[config.mk]
export PLATFORM = sky130hd
export DESIGN_NAME = primary_side_control
export DESIGN_NICKNAME = d
export VERILOG_FILES = /design/src/include/pci_side_pkg.sv /design/src/hw/primary_side_control.sv /design/src/hw/bit_sync.sv /design/src/hw/even_parity_check.sv
export SDC_FILE = /design/constraint.sdc
export NUM_CORES = 1
export LEC_CHECK = 0
export BUFFER_PORTS_ARGS = -buffer_cell sky130_fd_sc_hd__buf_2
export CORE_MARGIN = 5
export CORE_UTILIZATION = 53
export DETAILED_ROUTE_END_ITERATION = 12
export GPL_TIMING_DRIVEN = 0
export PLACE_DENSITY = 0.83
export SLEW_MARGIN = 0
export SYNTH_ARGS = -nofsm -noshare
export SYNTH_HDL_FRONTEND = slang
export SYNTH_SLANG_ARGS = --single-unit
[constraint.sdc]
create_clock -name core_clk -period 5.1 [get_ports core_clk]
set_input_delay 0.255 -clock core_clk [delete_from_list [all_inputs] [get_ports core_clk]]
set_output_delay 0.255 -clock core_clk [all_outputs]
set_load 0.01 [all_outputs]
[src/include/pci_side_pkg.sv]
// shared constants and types of the primary-side control block
package pci_side_pkg;
  localparam logic [7:0]  REG_STATUS_CMD = 8'h04;
  localparam logic [7:0]  REG_CONTROL    = 8'h40;
  localparam logic [7:0]  REG_EVENTS     = 8'h44;
  localparam int          CAP66_BIT      = 21;
  localparam int          CTRL_PERR_EN   = 0;
  localparam int          CTRL_SERR_EN   = 1;
  localparam logic [1:0]  CONTROL_RESET  = 2'h3;
  localparam logic [9:0]  EVENTS_RESET   = 10'h000;
  localparam int          NUM_EVENTS     = 10;
  localparam int          EV_ADDR_PAR    = 0;
  localparam int          EV_PW_PAR      = 1;
  localparam int          EV_SEC_SERR    = 2;
  localparam int          EV_PW_MABORT   = 3;
  localparam int          EV_PW_TABORT   = 4;
  localparam int          EV_PW_DISCARD  = 5;
  localparam int          EV_DW_DISCARD  = 6;
  localparam int          EV_DR_DISCARD  = 7;
  localparam int          EV_DT_TIMEOUT  = 8;
  localparam int          EV_DATA_PAR    = 9;
  localparam logic [1:0]  REQ_GAP_CYCLES = 2'h2;
  localparam logic [3:0]  CMD_CFG_READ   = 4'ha;
  localparam logic [3:0]  CMD_CFG_WRITE  = 4'hb;
  localparam logic [1:0]  CFG_TYPE0      = 2'h0;
  localparam int          SYNC_STAGES    = 2;

  typedef enum logic [2:0] {
    lock_idle    = 3'b001,
    lock_held    = 3'b010,
    lock_release = 3'b100
  } lock_state_t;
endpackage

[src/hw/primary_side_control.sv]
// primary bus sideband control: lock, parity, system error, request
//
// Implementation choices: the placing of the registers and the strobed register port.
`timescale 1ns/1ps
module primary_side_control #(
  parameter int ADDR_W = 8
) (
  input  wire logic              core_clk,
  input  wire logic              rst_n,
  input  wire logic              primary_reset_n,
  input  wire logic [ADDR_W-1:0] reg_addr,
  input  wire logic [31:0]       reg_wdata,
  input  wire logic              reg_write,
  input  wire logic              reg_read,
  output logic      [31:0]       reg_rdata,
  input  wire logic [31:0]       primary_ad,
  input  wire logic [3:0]        primary_cmd_byte_en,
  input  wire logic              primary_parity,
  input  wire logic              primary_frame_n,
  input  wire logic              primary_irdy_n,
  input  wire logic              primary_trdy_n,
  input  wire logic              primary_config_select,
  input  wire logic              primary_grant_n,
  input  wire logic              receiving_data,
  input  wire logic              bus_request,
  input  wire logic              master_active,
  input  wire logic              lock_request,
  input  wire logic              posted_write_parity_err,
  input  wire logic              posted_write_master_abort,
  input  wire logic              posted_write_target_abort,
  input  wire logic              posted_write_discarded,
  input  wire logic              delayed_write_discarded,
  input  wire logic              delayed_read_discarded,
  input  wire logic              delayed_master_timeout,
  input  wire logic              secondary_system_err_n,
  input  wire logic              primary_speed_enable,
  input  wire logic              speed_config_strap,
  input  wire logic              clock_mode_sync,
  output logic                   primary_lock_n,
  output logic                   primary_lock_oe,
  output logic                   primary_data_parity_err_n,
  output logic                   primary_data_parity_err_oe,
  output logic                   primary_system_err_n,
  output logic                   primary_system_err_oe,
  output logic                   primary_request_n,
  output logic                   primary_request_oe,
  output logic                   primary_park_oe,
  output logic                   config_claim,
  output logic                   secondary_speed_enable,
  output logic                   secondary_speed_enable_oe,
  output logic                   status_cap66
);
  typedef struct packed {
    pci_side_pkg::lock_state_t               lock_st;
    logic                                    lock_n;
    logic                                    lock_oe;
    logic                                    perr_n;
    logic                                    perr_oe;
    logic                                    chk_valid;
    logic                                    chk_addr;
    logic [31:0]                             chk_ad;
    logic [3:0]                              chk_cbe;
    logic                                    serr_oe;
    logic                                    req_n;
    logic                                    req_oe;
    logic [1:0]                              gap;
    logic                                    park_oe;
    logic                                    claim;
    logic                                    s66_oe;
    logic                                    cap66;
    logic [1:0]                              ctrl;
    logic [pci_side_pkg::NUM_EVENTS-1:0]     events;
    logic [31:0]                             rdata;
    logic                                    frame_prev;
  } state_t;

  localparam state_t STATE_RESET = '{
    lock_st:    pci_side_pkg::lock_idle,
    lock_n:     1'b1,
    perr_n:     1'b1,
    req_n:      1'b1,
    ctrl:       pci_side_pkg::CONTROL_RESET,
    events:     pci_side_pkg::EVENTS_RESET,
    frame_prev: 1'b1,
    default:    '0
  };

  state_t                              st;
  state_t                              next_st;
  logic [3:0]                          slow_sync;
  logic                                parity_bad;
  logic                                sec_serr;
  logic                                speed_sync;
  logic                                strap_sync;
  logic                                mode_sync;
  logic                                addr_phase;
  logic                                data_xfer;
  logic                                bus_idle;
  logic [pci_side_pkg::NUM_EVENTS-1:0] ev_set;
  logic [pci_side_pkg::NUM_EVENTS-1:0] ev_clear;
  logic                                serr_trigger;

  if (ADDR_W < 8)
  begin : g_bad_addr
    $error("register address must be at least eight bits");
  end

  // error pin resets to its idle high level, no false event after reset
  bit_sync #(
    .WIDTH     (4),
    .RESET_VAL (4'h1)
  ) u_slow_sync (
    .core_clk (core_clk),
    .rst_n    (rst_n),
    .async_in ({clock_mode_sync, speed_config_strap,
                primary_speed_enable, secondary_system_err_n}),
    .sync_out (slow_sync)
  );

  even_parity_check #(
    .DATA_W (32),
    .CBE_W  (4)
  ) u_parity (
    .ad         (st.chk_ad),
    .cbe        (st.chk_cbe),
    .par        (primary_parity),
    .parity_bad (parity_bad)
  );

  assign sec_serr   = !slow_sync[0];
  assign speed_sync = slow_sync[1];
  assign strap_sync = slow_sync[2];
  assign mode_sync  = slow_sync[3];
  assign addr_phase = !primary_frame_n && st.frame_prev && primary_irdy_n;
  assign data_xfer  = !primary_irdy_n && !primary_trdy_n && receiving_data;
  assign bus_idle   = primary_frame_n && primary_irdy_n;

  always_comb
  begin
    ev_set = '0;
    ev_set[pci_side_pkg::EV_ADDR_PAR]   = st.chk_valid && st.chk_addr
                                          && parity_bad;
    ev_set[pci_side_pkg::EV_PW_PAR]     = posted_write_parity_err;
    ev_set[pci_side_pkg::EV_SEC_SERR]   = sec_serr;
    ev_set[pci_side_pkg::EV_PW_MABORT]  = posted_write_master_abort;
    ev_set[pci_side_pkg::EV_PW_TABORT]  = posted_write_target_abort;
    ev_set[pci_side_pkg::EV_PW_DISCARD] = posted_write_discarded;
    ev_set[pci_side_pkg::EV_DW_DISCARD] = delayed_write_discarded;
    ev_set[pci_side_pkg::EV_DR_DISCARD] = delayed_read_discarded;
    ev_set[pci_side_pkg::EV_DT_TIMEOUT] = delayed_master_timeout;
    ev_set[pci_side_pkg::EV_DATA_PAR]   = st.chk_valid && !st.chk_addr
                                          && parity_bad;
  end

  assign ev_clear = (reg_write && reg_addr[7:0] == pci_side_pkg::REG_EVENTS)
                    ? reg_wdata[pci_side_pkg::NUM_EVENTS-1:0] : '0;
  assign serr_trigger = st.ctrl[pci_side_pkg::CTRL_SERR_EN]
                        && (|ev_set[pci_side_pkg::EV_DT_TIMEOUT:0]);

  always_comb
  begin
    next_st = st;
    next_st.frame_prev = primary_frame_n;
    // capture lines of an address phase or a received data phase
    next_st.chk_valid = addr_phase || data_xfer;
    next_st.chk_addr  = addr_phase;
    if (addr_phase || data_xfer)
    begin
      next_st.chk_ad  = primary_ad;
      next_st.chk_cbe = primary_cmd_byte_en;
    end
    // type 0 configuration claim
    next_st.claim = addr_phase && primary_config_select
                    && primary_ad[1:0] == pci_side_pkg::CFG_TYPE0
                    && (primary_cmd_byte_en == pci_side_pkg::CMD_CFG_READ
                     || primary_cmd_byte_en == pci_side_pkg::CMD_CFG_WRITE);
    // parity error: low one clock, high one clock, then released
    if (ev_set[pci_side_pkg::EV_DATA_PAR]
        && st.ctrl[pci_side_pkg::CTRL_PERR_EN])
    begin
      next_st.perr_n  = 1'b0;
      next_st.perr_oe = 1'b1;
    end
    else if (st.perr_oe && !st.perr_n)
    begin
      next_st.perr_n  = 1'b1;
      next_st.perr_oe = 1'b1;
    end
    else
    begin
      next_st.perr_n  = 1'b1;
      next_st.perr_oe = 1'b0;
    end
    // open drain: enable only, level held low
    next_st.serr_oe = serr_trigger;
    // request with minimum high gap
    next_st.req_oe = 1'b1;
    if (!st.req_n)
    begin
      if (!bus_request)
      begin
        next_st.req_n = 1'b1;
        next_st.gap   = pci_side_pkg::REQ_GAP_CYCLES - 2'h1;
      end
    end
    else if (st.gap != 2'h0)
    begin
      next_st.gap = st.gap - 2'h1;
    end
    else if (bus_request)
    begin
      next_st.req_n = 1'b0;
    end
    // park on idle bus with grant
    next_st.park_oe = bus_idle && !primary_grant_n;
    // lock sequence
    unique case (st.lock_st)
      pci_side_pkg::lock_idle:
      begin
        if (lock_request && master_active)
        begin
          next_st.lock_st = pci_side_pkg::lock_held;
          next_st.lock_n  = 1'b0;
          next_st.lock_oe = 1'b1;
        end
      end
      pci_side_pkg::lock_held:
      begin
        if (!lock_request)
        begin
          next_st.lock_st = pci_side_pkg::lock_release;
          next_st.lock_n  = 1'b1;
        end
      end
      pci_side_pkg::lock_release:
      begin
        next_st.lock_st = pci_side_pkg::lock_idle;
        next_st.lock_oe = 1'b0;
      end
      default:
      begin
        next_st.lock_st = pci_side_pkg::lock_idle;
        next_st.lock_n  = 1'b1;
        next_st.lock_oe = 1'b0;
      end
    endcase
    // speed selection
    next_st.s66_oe = mode_sync && !speed_sync;
    next_st.cap66  = mode_sync ? strap_sync : speed_sync;
    // registers: set wins over clear
    next_st.events = (st.events & ~ev_clear) | ev_set;
    if (reg_write && reg_addr[7:0] == pci_side_pkg::REG_CONTROL)
    begin
      next_st.ctrl = reg_wdata[1:0];
    end
    next_st.rdata = '0;
    if (reg_read)
    begin
      unique case (reg_addr[7:0])
        pci_side_pkg::REG_STATUS_CMD:
          next_st.rdata[pci_side_pkg::CAP66_BIT] = st.cap66;
        pci_side_pkg::REG_CONTROL:
          next_st.rdata[1:0] = st.ctrl;
        pci_side_pkg::REG_EVENTS:
          next_st.rdata[pci_side_pkg::NUM_EVENTS-1:0] = st.events;
        default:
          next_st.rdata = '0;
      endcase
    end
  end

  // primary reset clears every enable without a clock edge
  always_ff @(posedge core_clk or negedge primary_reset_n)
  begin
    if (!primary_reset_n)
    begin
      st <= STATE_RESET;
    end
    else if (!rst_n)
    begin
      st <= STATE_RESET;
    end
    else
    begin
      st <= next_st;
    end
  end

  assign reg_rdata                  = st.rdata;
  assign primary_lock_n             = st.lock_n;
  assign primary_lock_oe            = st.lock_oe;
  assign primary_data_parity_err_n  = st.perr_n;
  assign primary_data_parity_err_oe = st.perr_oe;
  assign primary_system_err_n       = 1'b0;
  assign primary_system_err_oe      = st.serr_oe;
  assign primary_request_n          = st.req_n;
  assign primary_request_oe         = st.req_oe;
  assign primary_park_oe            = st.park_oe;
  assign config_claim               = st.claim;
  assign secondary_speed_enable     = 1'b0;
  assign secondary_speed_enable_oe  = st.s66_oe;
  assign status_cap66               = st.cap66;
endmodule

[src/hw/bit_sync.sv]
// two-flop synchroniser for slow pins and straps
`timescale 1ns/1ps
module bit_sync #(
  parameter int               WIDTH     = 1,
  parameter logic [WIDTH-1:0] RESET_VAL = '0
) (
  input  wire logic             core_clk,
  input  wire logic             rst_n,
  input  wire logic [WIDTH-1:0] async_in,
  output logic      [WIDTH-1:0] sync_out
);
  logic [WIDTH-1:0] stage;

  if (WIDTH < 1)
  begin : g_bad_width
    $error("bit_sync width must be at least one");
  end

  always_ff @(posedge core_clk)
  begin
    if (!rst_n)
    begin
      stage    <= RESET_VAL;
      sync_out <= RESET_VAL;
    end
    else
    begin
      stage    <= async_in;
      sync_out <= stage;
    end
  end
endmodule

[src/hw/even_parity_check.sv]
// even parity check over address/data, command/byte enables and parity
`timescale 1ns/1ps
module even_parity_check #(
  parameter int DATA_W = 32,
  parameter int CBE_W  = 4
) (
  input  wire logic [DATA_W-1:0] ad,
  input  wire logic [CBE_W-1:0]  cbe,
  input  wire logic              par,
  output logic                   parity_bad
);
  if (DATA_W < 1 || CBE_W < 1)
  begin : g_bad_width
    $error("even_parity_check widths must be positive");
  end

  // an odd count of ones across all lines is an error
  assign parity_bad = ^{ad, cbe, par};
endmodule

# Yosys cells after proc, flatten, opt, wreduce, memory -nomap -nowiden
# Cells that the tools add are included.
dict set report word_totals {
  regBits 107
  input_bits 102
  out_inout_bits 45
  elab_cells 103
}
dict set report classes {
  n_addsub 1
  n_eq_ne 16
  n_mux 22
  bitwise 3
  n_reduce_logical 38
}
# cell count
set ops {}
lappend ops {{$mux 99} 1}
lappend ops {{$reduce_xor 37->1} 1}
lappend ops {{$mux 36} 1}
lappend ops {{$mux 22} 1}
lappend ops {{$logic_and 1x1->1} 20}
lappend ops {{$eq 8x7->1 const B} 2}
lappend ops {{$and 10x10->10} 1}
lappend ops {{$mux 10} 1}
lappend ops {{$mux 2} 5}
lappend ops {{$not 10->10} 1}
lappend ops {{$or 10x10->10} 1}
lappend ops {{$reduce_or 9->1} 1}
lappend ops {{$eq 4x4->1 const B} 2}
lappend ops {{$eq 8x3->1 const B} 1}
lappend ops {{$logic_not 1->1} 8}
lappend ops {{$mux 8} 1}
lappend ops {{$mux 1} 6}
lappend ops {{$ne 3x2->1 const B} 2}
lappend ops {{$ne 3x3->1 const B} 2}
lappend ops {{$pmux 3 s2} 1}
lappend ops {{$reduce_and 2->1} 3}
lappend ops {{$mux 5} 1}
lappend ops {{$mux 4} 1}
lappend ops {{$ne 2x1->1 const B} 2}
lappend ops {{other kinds (12)} 14}

# Depth between registers and ports, before layout
# Gate-level depths: netlist of run 1.
dict set report depth {
  word_depth 7
  depth_mapped 6
  depth_no_buf 6
}

# Modules after synthesis
# Synthesis of run 1 repeated with hierarchy kept, for this count alone.
dict set report unflattened {
  hier_cells 411
  hier_area_um2 4210.3
}
# mod instances cells_each area_per_inst_um2 seq_area_each_um2
set by_module_without_submodules {}
lappend by_module_without_submodules {primary_side_control 1 360 3679.8 1960.6}
lappend by_module_without_submodules {even_parity_check 1 35 320.3 0.0}
lappend by_module_without_submodules {bit_sync 1 16 210.2 160.2}

# Worst setup path before layout of run 1
# No wires, ideal clock.
dict set report synth_path {
  path_kind {register -> register}
  startpoint {register st[67] in the netlist's numbering}
  endpoint {register st, in the netlist primary_data_parity_err_oe}
  setup_ns 0.120
  arrival_time_ns 1.664
  required_ns 4.980
  slack_ns 3.316
  stages_incl_launch_ff 7
  path_buffers 0
  period_less_slack_ns 1.784
  path_cell_list {dfrtp_1 > xor2_1 > xnor2_1 > xnor2_1 > xnor3_2 > xnor2_2 > a31o_1}
}
dict set report synth_via {
  elab_chain_len 5
}
# item line_no
set synth_rtl {}
lappend synth_rtl {{start, declared} primary_side_control.sv:88} ;# state_t st;
lappend synth_rtl {{start signal, assigned} primary_side_control.sv:285} ;# st <= next_st;
lappend synth_rtl {{$reduce_xor 37->1} even_parity_check.sv:18} ;# assign parity_bad = ^{ad, cbe, par};
lappend synth_rtl {{$logic_and 1x1->1} primary_side_control.sv:152} ;# && parity_bad;
lappend synth_rtl {{$logic_and 1x1->1} primary_side_control.sv:179} ;# && st.ctrl[pci_side_pkg::CTRL_PERR_EN])
lappend synth_rtl {{$mux 2} primary_side_control.sv:178} ;# if (ev_set[pci_side_pkg::EV_DATA_PAR]
lappend synth_rtl {{$mux 99} primary_side_control.sv:279} ;# else if (!rst_n)
# Every way passes these cells.
# A chain may end at the register's enable or synchronous reset.

# Worst setup path in the final report of run 1
dict set report layout_path {
  startpoint {register st[0] in the netlist's numbering}
  endpoint {register st[63] in the netlist's numbering}
}
dict set report layout_via {
  elab_chain_len 4
}
# item line_no
set layout_rtl {}
lappend layout_rtl {{$logic_and 1x1->1 (2 in series)} primary_side_control.sv:134} ;# assign addr_phase = !primary_frame_n && st.frame_prev && primary_irdy_n;
lappend layout_rtl {{$logic_or 1x1->1} primary_side_control.sv:167} ;# if (addr_phase || data_xfer)
lappend layout_rtl {{$ne 2x1->1 (no line)} n/a}
# Every way passes these cells.

==> metrics.txt, run 1 <==
EDFF count, synth=0; vias per cell=4.86; Fill cells=602; Seq/Total Area, Yosys=52.4%; RSZ-0062 raised after global routing=false; Final Setup Violations=0; type of the tightest min-delay check=in2reg; Post-DRT Antenna Nets=0; Via Count=3,102; Critical Path End Type=register; Final Hold Viols=0; Worst setup SP type=register; number of max-cap violations=0; min cycle time layout=2120 ps; Reg2Reg Depth=6; worst path cell trace=nor2b_1 > a22o_1 > clkbuf_1 > clkbuf_1 > nand2_1 > a21boi_0; total grt overflow=0; layout cells sized above 1=30.1%; worst skew pair latency=350 ps; Worst Max-Slew Pin Slew=754 ps; register area=2120 um2; max-slew violations=0; NumNets Final=637; Area growth, synth to finish=25.0%; PortBufs=101; Initial DRC Count=100; RePlAce Congestion=0.830; DIE AREA=9480 um2; Total Routed Length=8.75 mm; total track usage=18.9%; Worst Hold Depth=2; Die Ht=97.4 um; initial antenna violation count=0; post-synthesis register bit count=86; critical path class=reg2reg; Placement Setup Slack=2970 ps; Most common cell on crit path=clkbuf_1; post-synthesis cell area=4050 um2; status=completed; CTS-repair resized insts=0; clock skew=7.77 ps; final worst slack=2980 ps; leak pwr=2.51 nW; CP max-delay cell=dfstp_2; drt first pass iters=4; vias in the first global route=3,199; H-tree depth=3; HPWL after detailed placement=6.69 mm; post-synthesis cell type count=39; Multi-input gate area=1690 um2; DRC viols=0; largest net degree at the start of global routing=48; FP Rows=31; Async S/R FF share, synth=90.7%; Antenna Cells=0; Mean Syn Cell Area=10.2 um2; Worst slew margin=49.7%; Power Dens Cells=332 nW/um2; Tcrit/Tclk final=41.5%; Critical Path Fanout Max=10; CTS sink cnt=86; DR WL/cell=13.7 um; Warnings, synthesis=0; Core Region=7330 um2; CTS tree=done; TritonCTS Buffers=9; Hold-fix buffers, CTS=1; Die Wd=97.4 um; Max Buffers Root-to-Sink=2; setup_tns=0 ps; clk root buf=clkbuf_8; Post-Syn Instances=398; CP required=5360 ps; first-pass GRT wire length=14.6 mm; achievable frequency=472 MHz; postcts setup bufs=0; Initial Util=55.2%; critical path's largest stage delay=520 ps; boundary pin count=147; Peak supply drop=0.207 mV; clock-pin slew on the worst setup and hold paths=80 ps; Worst EP arrival=2380 ps; Top FF cell, synth=dfrtp_1
[area by class of cell]
type	instances	share of cell area, %
Clock buffer	10	2.52
Sequential cell	86	41.9
Inverter	2	0.148
Multi-Input combinational cell	284	33.5
Clock inverter	6	2.65
Buffer	48	6.08
Tap cell	99	2.45
Timing Repair Buffer	103	10.8
[synth_stat cells, drive strengths merged (2+ instances only)]
library cell   n  area [um2]
a21boi        39         293
xor2           4        35.0
clkbuf        14        52.6
nand2         96         360
a31oi          2        12.5
nor2b         13        81.3
nor3           2        10.0
dfxtp          8         160
inv            2        7.51
a21oi         11        55.1
mux2i          8        80.1
xnor2         24         218
dfstp          7         184
nand3          5        25.0
and2          15        93.8
nor3b          3        22.5
a22oi          2        15.0
nor2          10        37.5
and3b          2        17.5
xnor3          4        92.6
dfrtp         71        1780
buf           34         255
nand2b         6        37.5
nor4b          2        17.5
nor4           2        12.5
[sequential cells by signal, indices dropped and copies added (netlist names), 4 cells and up]
register,cells
u_slow_sync.sync_out,4
u_slow_sync.stage,4
reg_rdata,11
st,56
[layout by cell type, fill, tap and decap left out, types with 3 or more instances in the layout]
cell type,instances
a21oi_1,11
bufinv_16,4
buf_2,100
nand3_1,5
clkbuf_1,15
nor3b_1,3
a21boi_0,39
nand2b_1,6
dfrtp_1,71
and2_1,15
buf_4,35
dfstp_2,7
nand2_1,96
dfxtp_1,8
nor2b_1,13
mux2i_1,8
clkbuf_8,9
nor2_1,10
xor2_1,4
xnor2_1,23
conb_1,23
[worst max-delay path, delay by kind of cell, from the launching register on]
kind | cells | cell delay (ps)
and+or+nand+nor | 2 | 310
DFF | 1 | 520
buffers and inverters | 2 | 810
AOI/OAI and AO/OA | 2 | 380
[final timing paths]
| kind | to | from | slack, ps |
|---|---|---|---|
| worst max register to register | st[63] | st[0] | 2980 |
| worst min-delay path | primary_request_n | bus_request | 90 |
| min in group asynchronous | st[59] | primary_reset_n | 400 |
| worst min register to register | u_slow_sync.sync_out[0] | u_slow_sync.stage[0] | 420 |
| worst max-delay path | st[63] | st[0] | 2980 |
| max in group asynchronous | primary_data_parity_err_n | primary_reset_n | 4070 |
[where the power goes]
group / leakage (nW) / switching (W) / total [W] / internal (W)
Sequential: 1.10 / 0.0000234 / 0.000745 / 0.000722
Clock: 0.130 / 0.000237 / 0.000612 / 0.000375
Combinational: 1.28 / 0.000159 / 0.000325 / 0.000166
[routing by layer]
metal / vias to the layer above / track usage, % / share of wire [%]
met5: - / 0 / 0
met3: 11 / 3.80 / 5.6
met2: 91 / 33.6 / 51
li1: 1511 / - / -
met4: 0 / 7.03 / 1.3
met1: 1489 / 22.6 / 42
[kinds of logic after synthesis]
family | count (synthesis) | synth area share (%)
AOI/OAI and AO/OA | 58 | 10.1
DFF | 86 | 52.4
xor gates and xnor gates | 32 | 8.53
buffers and inverters | 50 | 7.79
and+or+nand+nor | 162 | 18.8
adders and majority gates | 1 | 0.309
muxes | 8 | 1.98
other | 1 | 0.0926
[metrics by stage]
step | cell area (um2) | power, W | std cells | hold slack, ps | utilization [%]
floorplan | 4130 | 0.000982 | 420 | -40.6 | -
global placement | 4760 | 0.00107 | 620 | 391 | 64.9
detailed placement | 4790 | 0.00108 | 621 | 227 | 65.3
CTS | 5060 | 0.00169 | 638 | 84.5 | 69.0
global route | 5060 | 0.00177 | 638 | 74.0 | 69.0
finish | 5060 | 0.00168 | 638 | 95.0 | 69.0
Note: power is estimated with default switching activity, not from simulation.
==> inputs of run 2 (changes only) <==
CORE_UTILIZATION = 45   (was 53)
PLACE_DENSITY = 0.75   (was 0.83)
clock period = 1.9 ns   (was 5.1 ns; I/O delays follow)
==> metrics.txt, run 2 (synthesized netlist as in run 1, its figures left out) <==
Placement Setup Slack=-198 ps (was 2970 ps); achievable frequency=518 MHz (was 472 MHz); HPWL after detailed placement=6.77 mm (was 6.69 mm); drt first pass iters=4 (unchanged); type of the tightest min-delay check=in2reg (unchanged); Worst slew margin=54.3% (was 49.7%); min cycle time layout=1930 ps (was 2120 ps); Clock Power Share=30.5% (was 36.4%); Final Hold Viols=0 (unchanged); clock skew=9.63 ps (was 7.77 ps); Post-DRT Antenna Nets=0 (unchanged); register area=2120 um2 (unchanged); Finished Cell Area=5440 um2 (was 5060 um2); Power Dens Cells=797 nW/um2 (was 332 nW/um2); Fill cells=736 (was 602); RePlAce Congestion=0.771 (was 0.830); H-tree depth=3 (unchanged); total grt overflow=0 (unchanged); clock-pin slew on the worst setup and hold paths=90 ps (was 80 ps); Area growth, synth to finish=34.3% (was 25.0%); Worst Max-Slew Pin Slew=683 ps (was 754 ps); Net Switching=0.00120 W (was 0.000419 W); DP Cell Count=630 (was 621); Multi-input gate area=1720 um2 (was 1690 um2); clk root buf=clkbuf_8 (unchanged); Peak supply drop=0.446 mV (was 0.207 mV); vias per cell=4.69 (was 4.86); Comb pwr share=23.3% (was 19.3%); Die Ht=105 um (was 97.4 um); critical path's largest stage delay=450 ps (was 520 ps); PortBufs=101 (unchanged); Core Region=8760 um2 (was 7330 um2); Critical Path End Type=register (unchanged); Seq pwr share=46.1% (was 44.3%); max reg flops=56 (unchanged); DR WL/cell=13.5 um (was 13.7 um); Final Setup Violations=2 (was 0); DRC viols=0 (unchanged); violations in the final reports=setup timing; CP required=2130 ps (was 5360 ps); Reg with most FFs=st (unchanged); Hold Path Origin=primary_ad[7] (was bus_request); vias in the first global route=3,319 (was 3,199); RR Startpoint=st[79] (was st[0]); Via Count=3,216 (was 3,102); Die Wd=105 um (was 97.4 um); Worst setup SP type=register (unchanged); RSZ-0062 raised after global routing=true (was false); status=complete, but fails checks (was completed); Placement Cell Area=4800 um2 (was 4790 um2); Max Buffers Root-to-Sink=2 (unchanged); Antenna Cells=0 (unchanged); Worst EP arrival=2160 ps (was 2380 ps); Layout Cells excl Fill=685 (was 638); layout cells sized above 1=30.3% (was 30.1%); commonest cells after routing, fill and taps aside=buf_2 (100), nand2_1 (96), dfrtp_1 (71) (unchanged); FP Rows=34 (was 31); Initial Util=46.2% (was 55.2%); leak pwr=2.66 nW (was 2.51 nW); worst path cell trace=xnor2_1 > xnor2_1 > xnor2_1 > xnor3_2 > xnor2_2 > a32o_1 (was nor2b_1 > a22o_1 > clkbuf_1 > clkbuf_1 > nand2_1 > a21boi_0); Finished Core Util=62.0% (was 69.0%); CTS tree=done (unchanged); DIE AREA=11,000 um2 (was 9480 um2); Critical Path Start=st[79] (was st[0]); worst hold margin=13.0 ps (was 95.0 ps); worst skew pair latency=340 ps (was 350 ps); number of max-cap violations=0 (unchanged); NumNets Final=675 (was 637); final worst slack=-31.7 ps (was 2980 ps); first-pass GRT wire length=15.5 mm (was 14.6 mm); Initial DRC Count=119 (was 100); Total Routed Length=9.26 mm (was 8.75 mm); total track usage=17.0% (was 18.9%); commonest non-fill, non-tap cell in the layout=buf_2 (unchanged); initial antenna violation count=0 (unchanged); max-slew violations=0 (unchanged); largest net degree at the start of global routing=58 (was 48); CTS sink cnt=86 (unchanged); TritonCTS Buffers=9 (unchanged); CP max-delay cell=xnor3_2 (was dfstp_2); Critical Path Fanout Max=3 (was 10); Net Sw Frac=27.7% (was 24.9%); Tcrit/Tclk final=102% (was 41.5%); Most common cell on crit path=xnor2_1 (was clkbuf_1); critical path class=reg2reg (unchanged); boundary pin count=147 (unchanged); Int Pwr=0.00314 W (was 0.00126 W)
==> run 2: changes by cell type in the layout (fill, tap and decap cells not counted), sizes merged <==
cell / before / now
clkbuf: 24 / 23
bufinv: 4 / 1
dlygate4sd3: 1 / 39
inv: 2 / 4
buf: 136 / 137
clkinvlp: 0 / 2
clkinv: 2 / 1
==> run 2: layout make-up <==
cell class | instances | area share (%)
sequential | 86 | 39.0
multi-input combinational | 284 | 31.6
timing repair buffer | 142 | 17.2
buffer | 47 | 5.73
clock buffer | 10 | 2.53
tap | 108 | 2.49
clock inverter | 6 | 1.24
inverter | 2 | 0.138
==> run 2: final timing paths <==
kind / endpoint / slack (ps) / depth (start not counted)
worst max-delay path: st[42] / -30 / 6
worst min-delay path: st[65] / 10 / 3
worst max register to register: st[42] / -30 / 6
worst min register to register: u_slow_sync.sync_out[0] / 420 / 1
max in group asynchronous: st[43] / 1090 / 3
min in group asynchronous: st[60] / 190 / 2
==> run 2: critical path, delay by kind of cell, from the launching register on <==
kind	cells	cell delay [ps]
AO/OA/AOI/OAI	1	200
XOR/XNOR	5	1200
flip-flops	1	400
==> run 2: stage by stage <==
stage | setup TNS [ps] | power (W)
floorplan | 0 | 0.00264
global placement | -2940 | 0.00287
detailed placement | -4130 | 0.00292
CTS | -67.9 | 0.00437
global route | -410 | 0.00453
finish | -43.5 | 0.00433
==> run 2: timing repair <==
item                                   4_1_cts  5_1_grt
pin swaps                                    3        9
gates cloned                                 0        0
hold buffers                                39        0
endpoints found under the hold margin      104        0
setup buffers                                1        0
resized for setup                           10        8
setup endpoints to repair                   35       19
==> run 2: metal layers <==
layer	vias to the layer above	track usage, %	wire, um
met3	11	3.82	500
met1	1524	21.9	3930
met4	0	4.66	150
met2	88	29.0	4670
li1	1593	-	-
met5	-	0	0
==> run 2: power groups by stage <==
stage                     clock, W  sequential [W]  combinational [W]
final                      0.00132         0.00200            0.00101
after global routing       0.00141         0.00201            0.00111
after CTS                  0.00136         0.00200            0.00101
after detailed placement         0         0.00204           0.000885
after global placement           0         0.00203           0.000842
after floorplan                  0         0.00203           0.000607
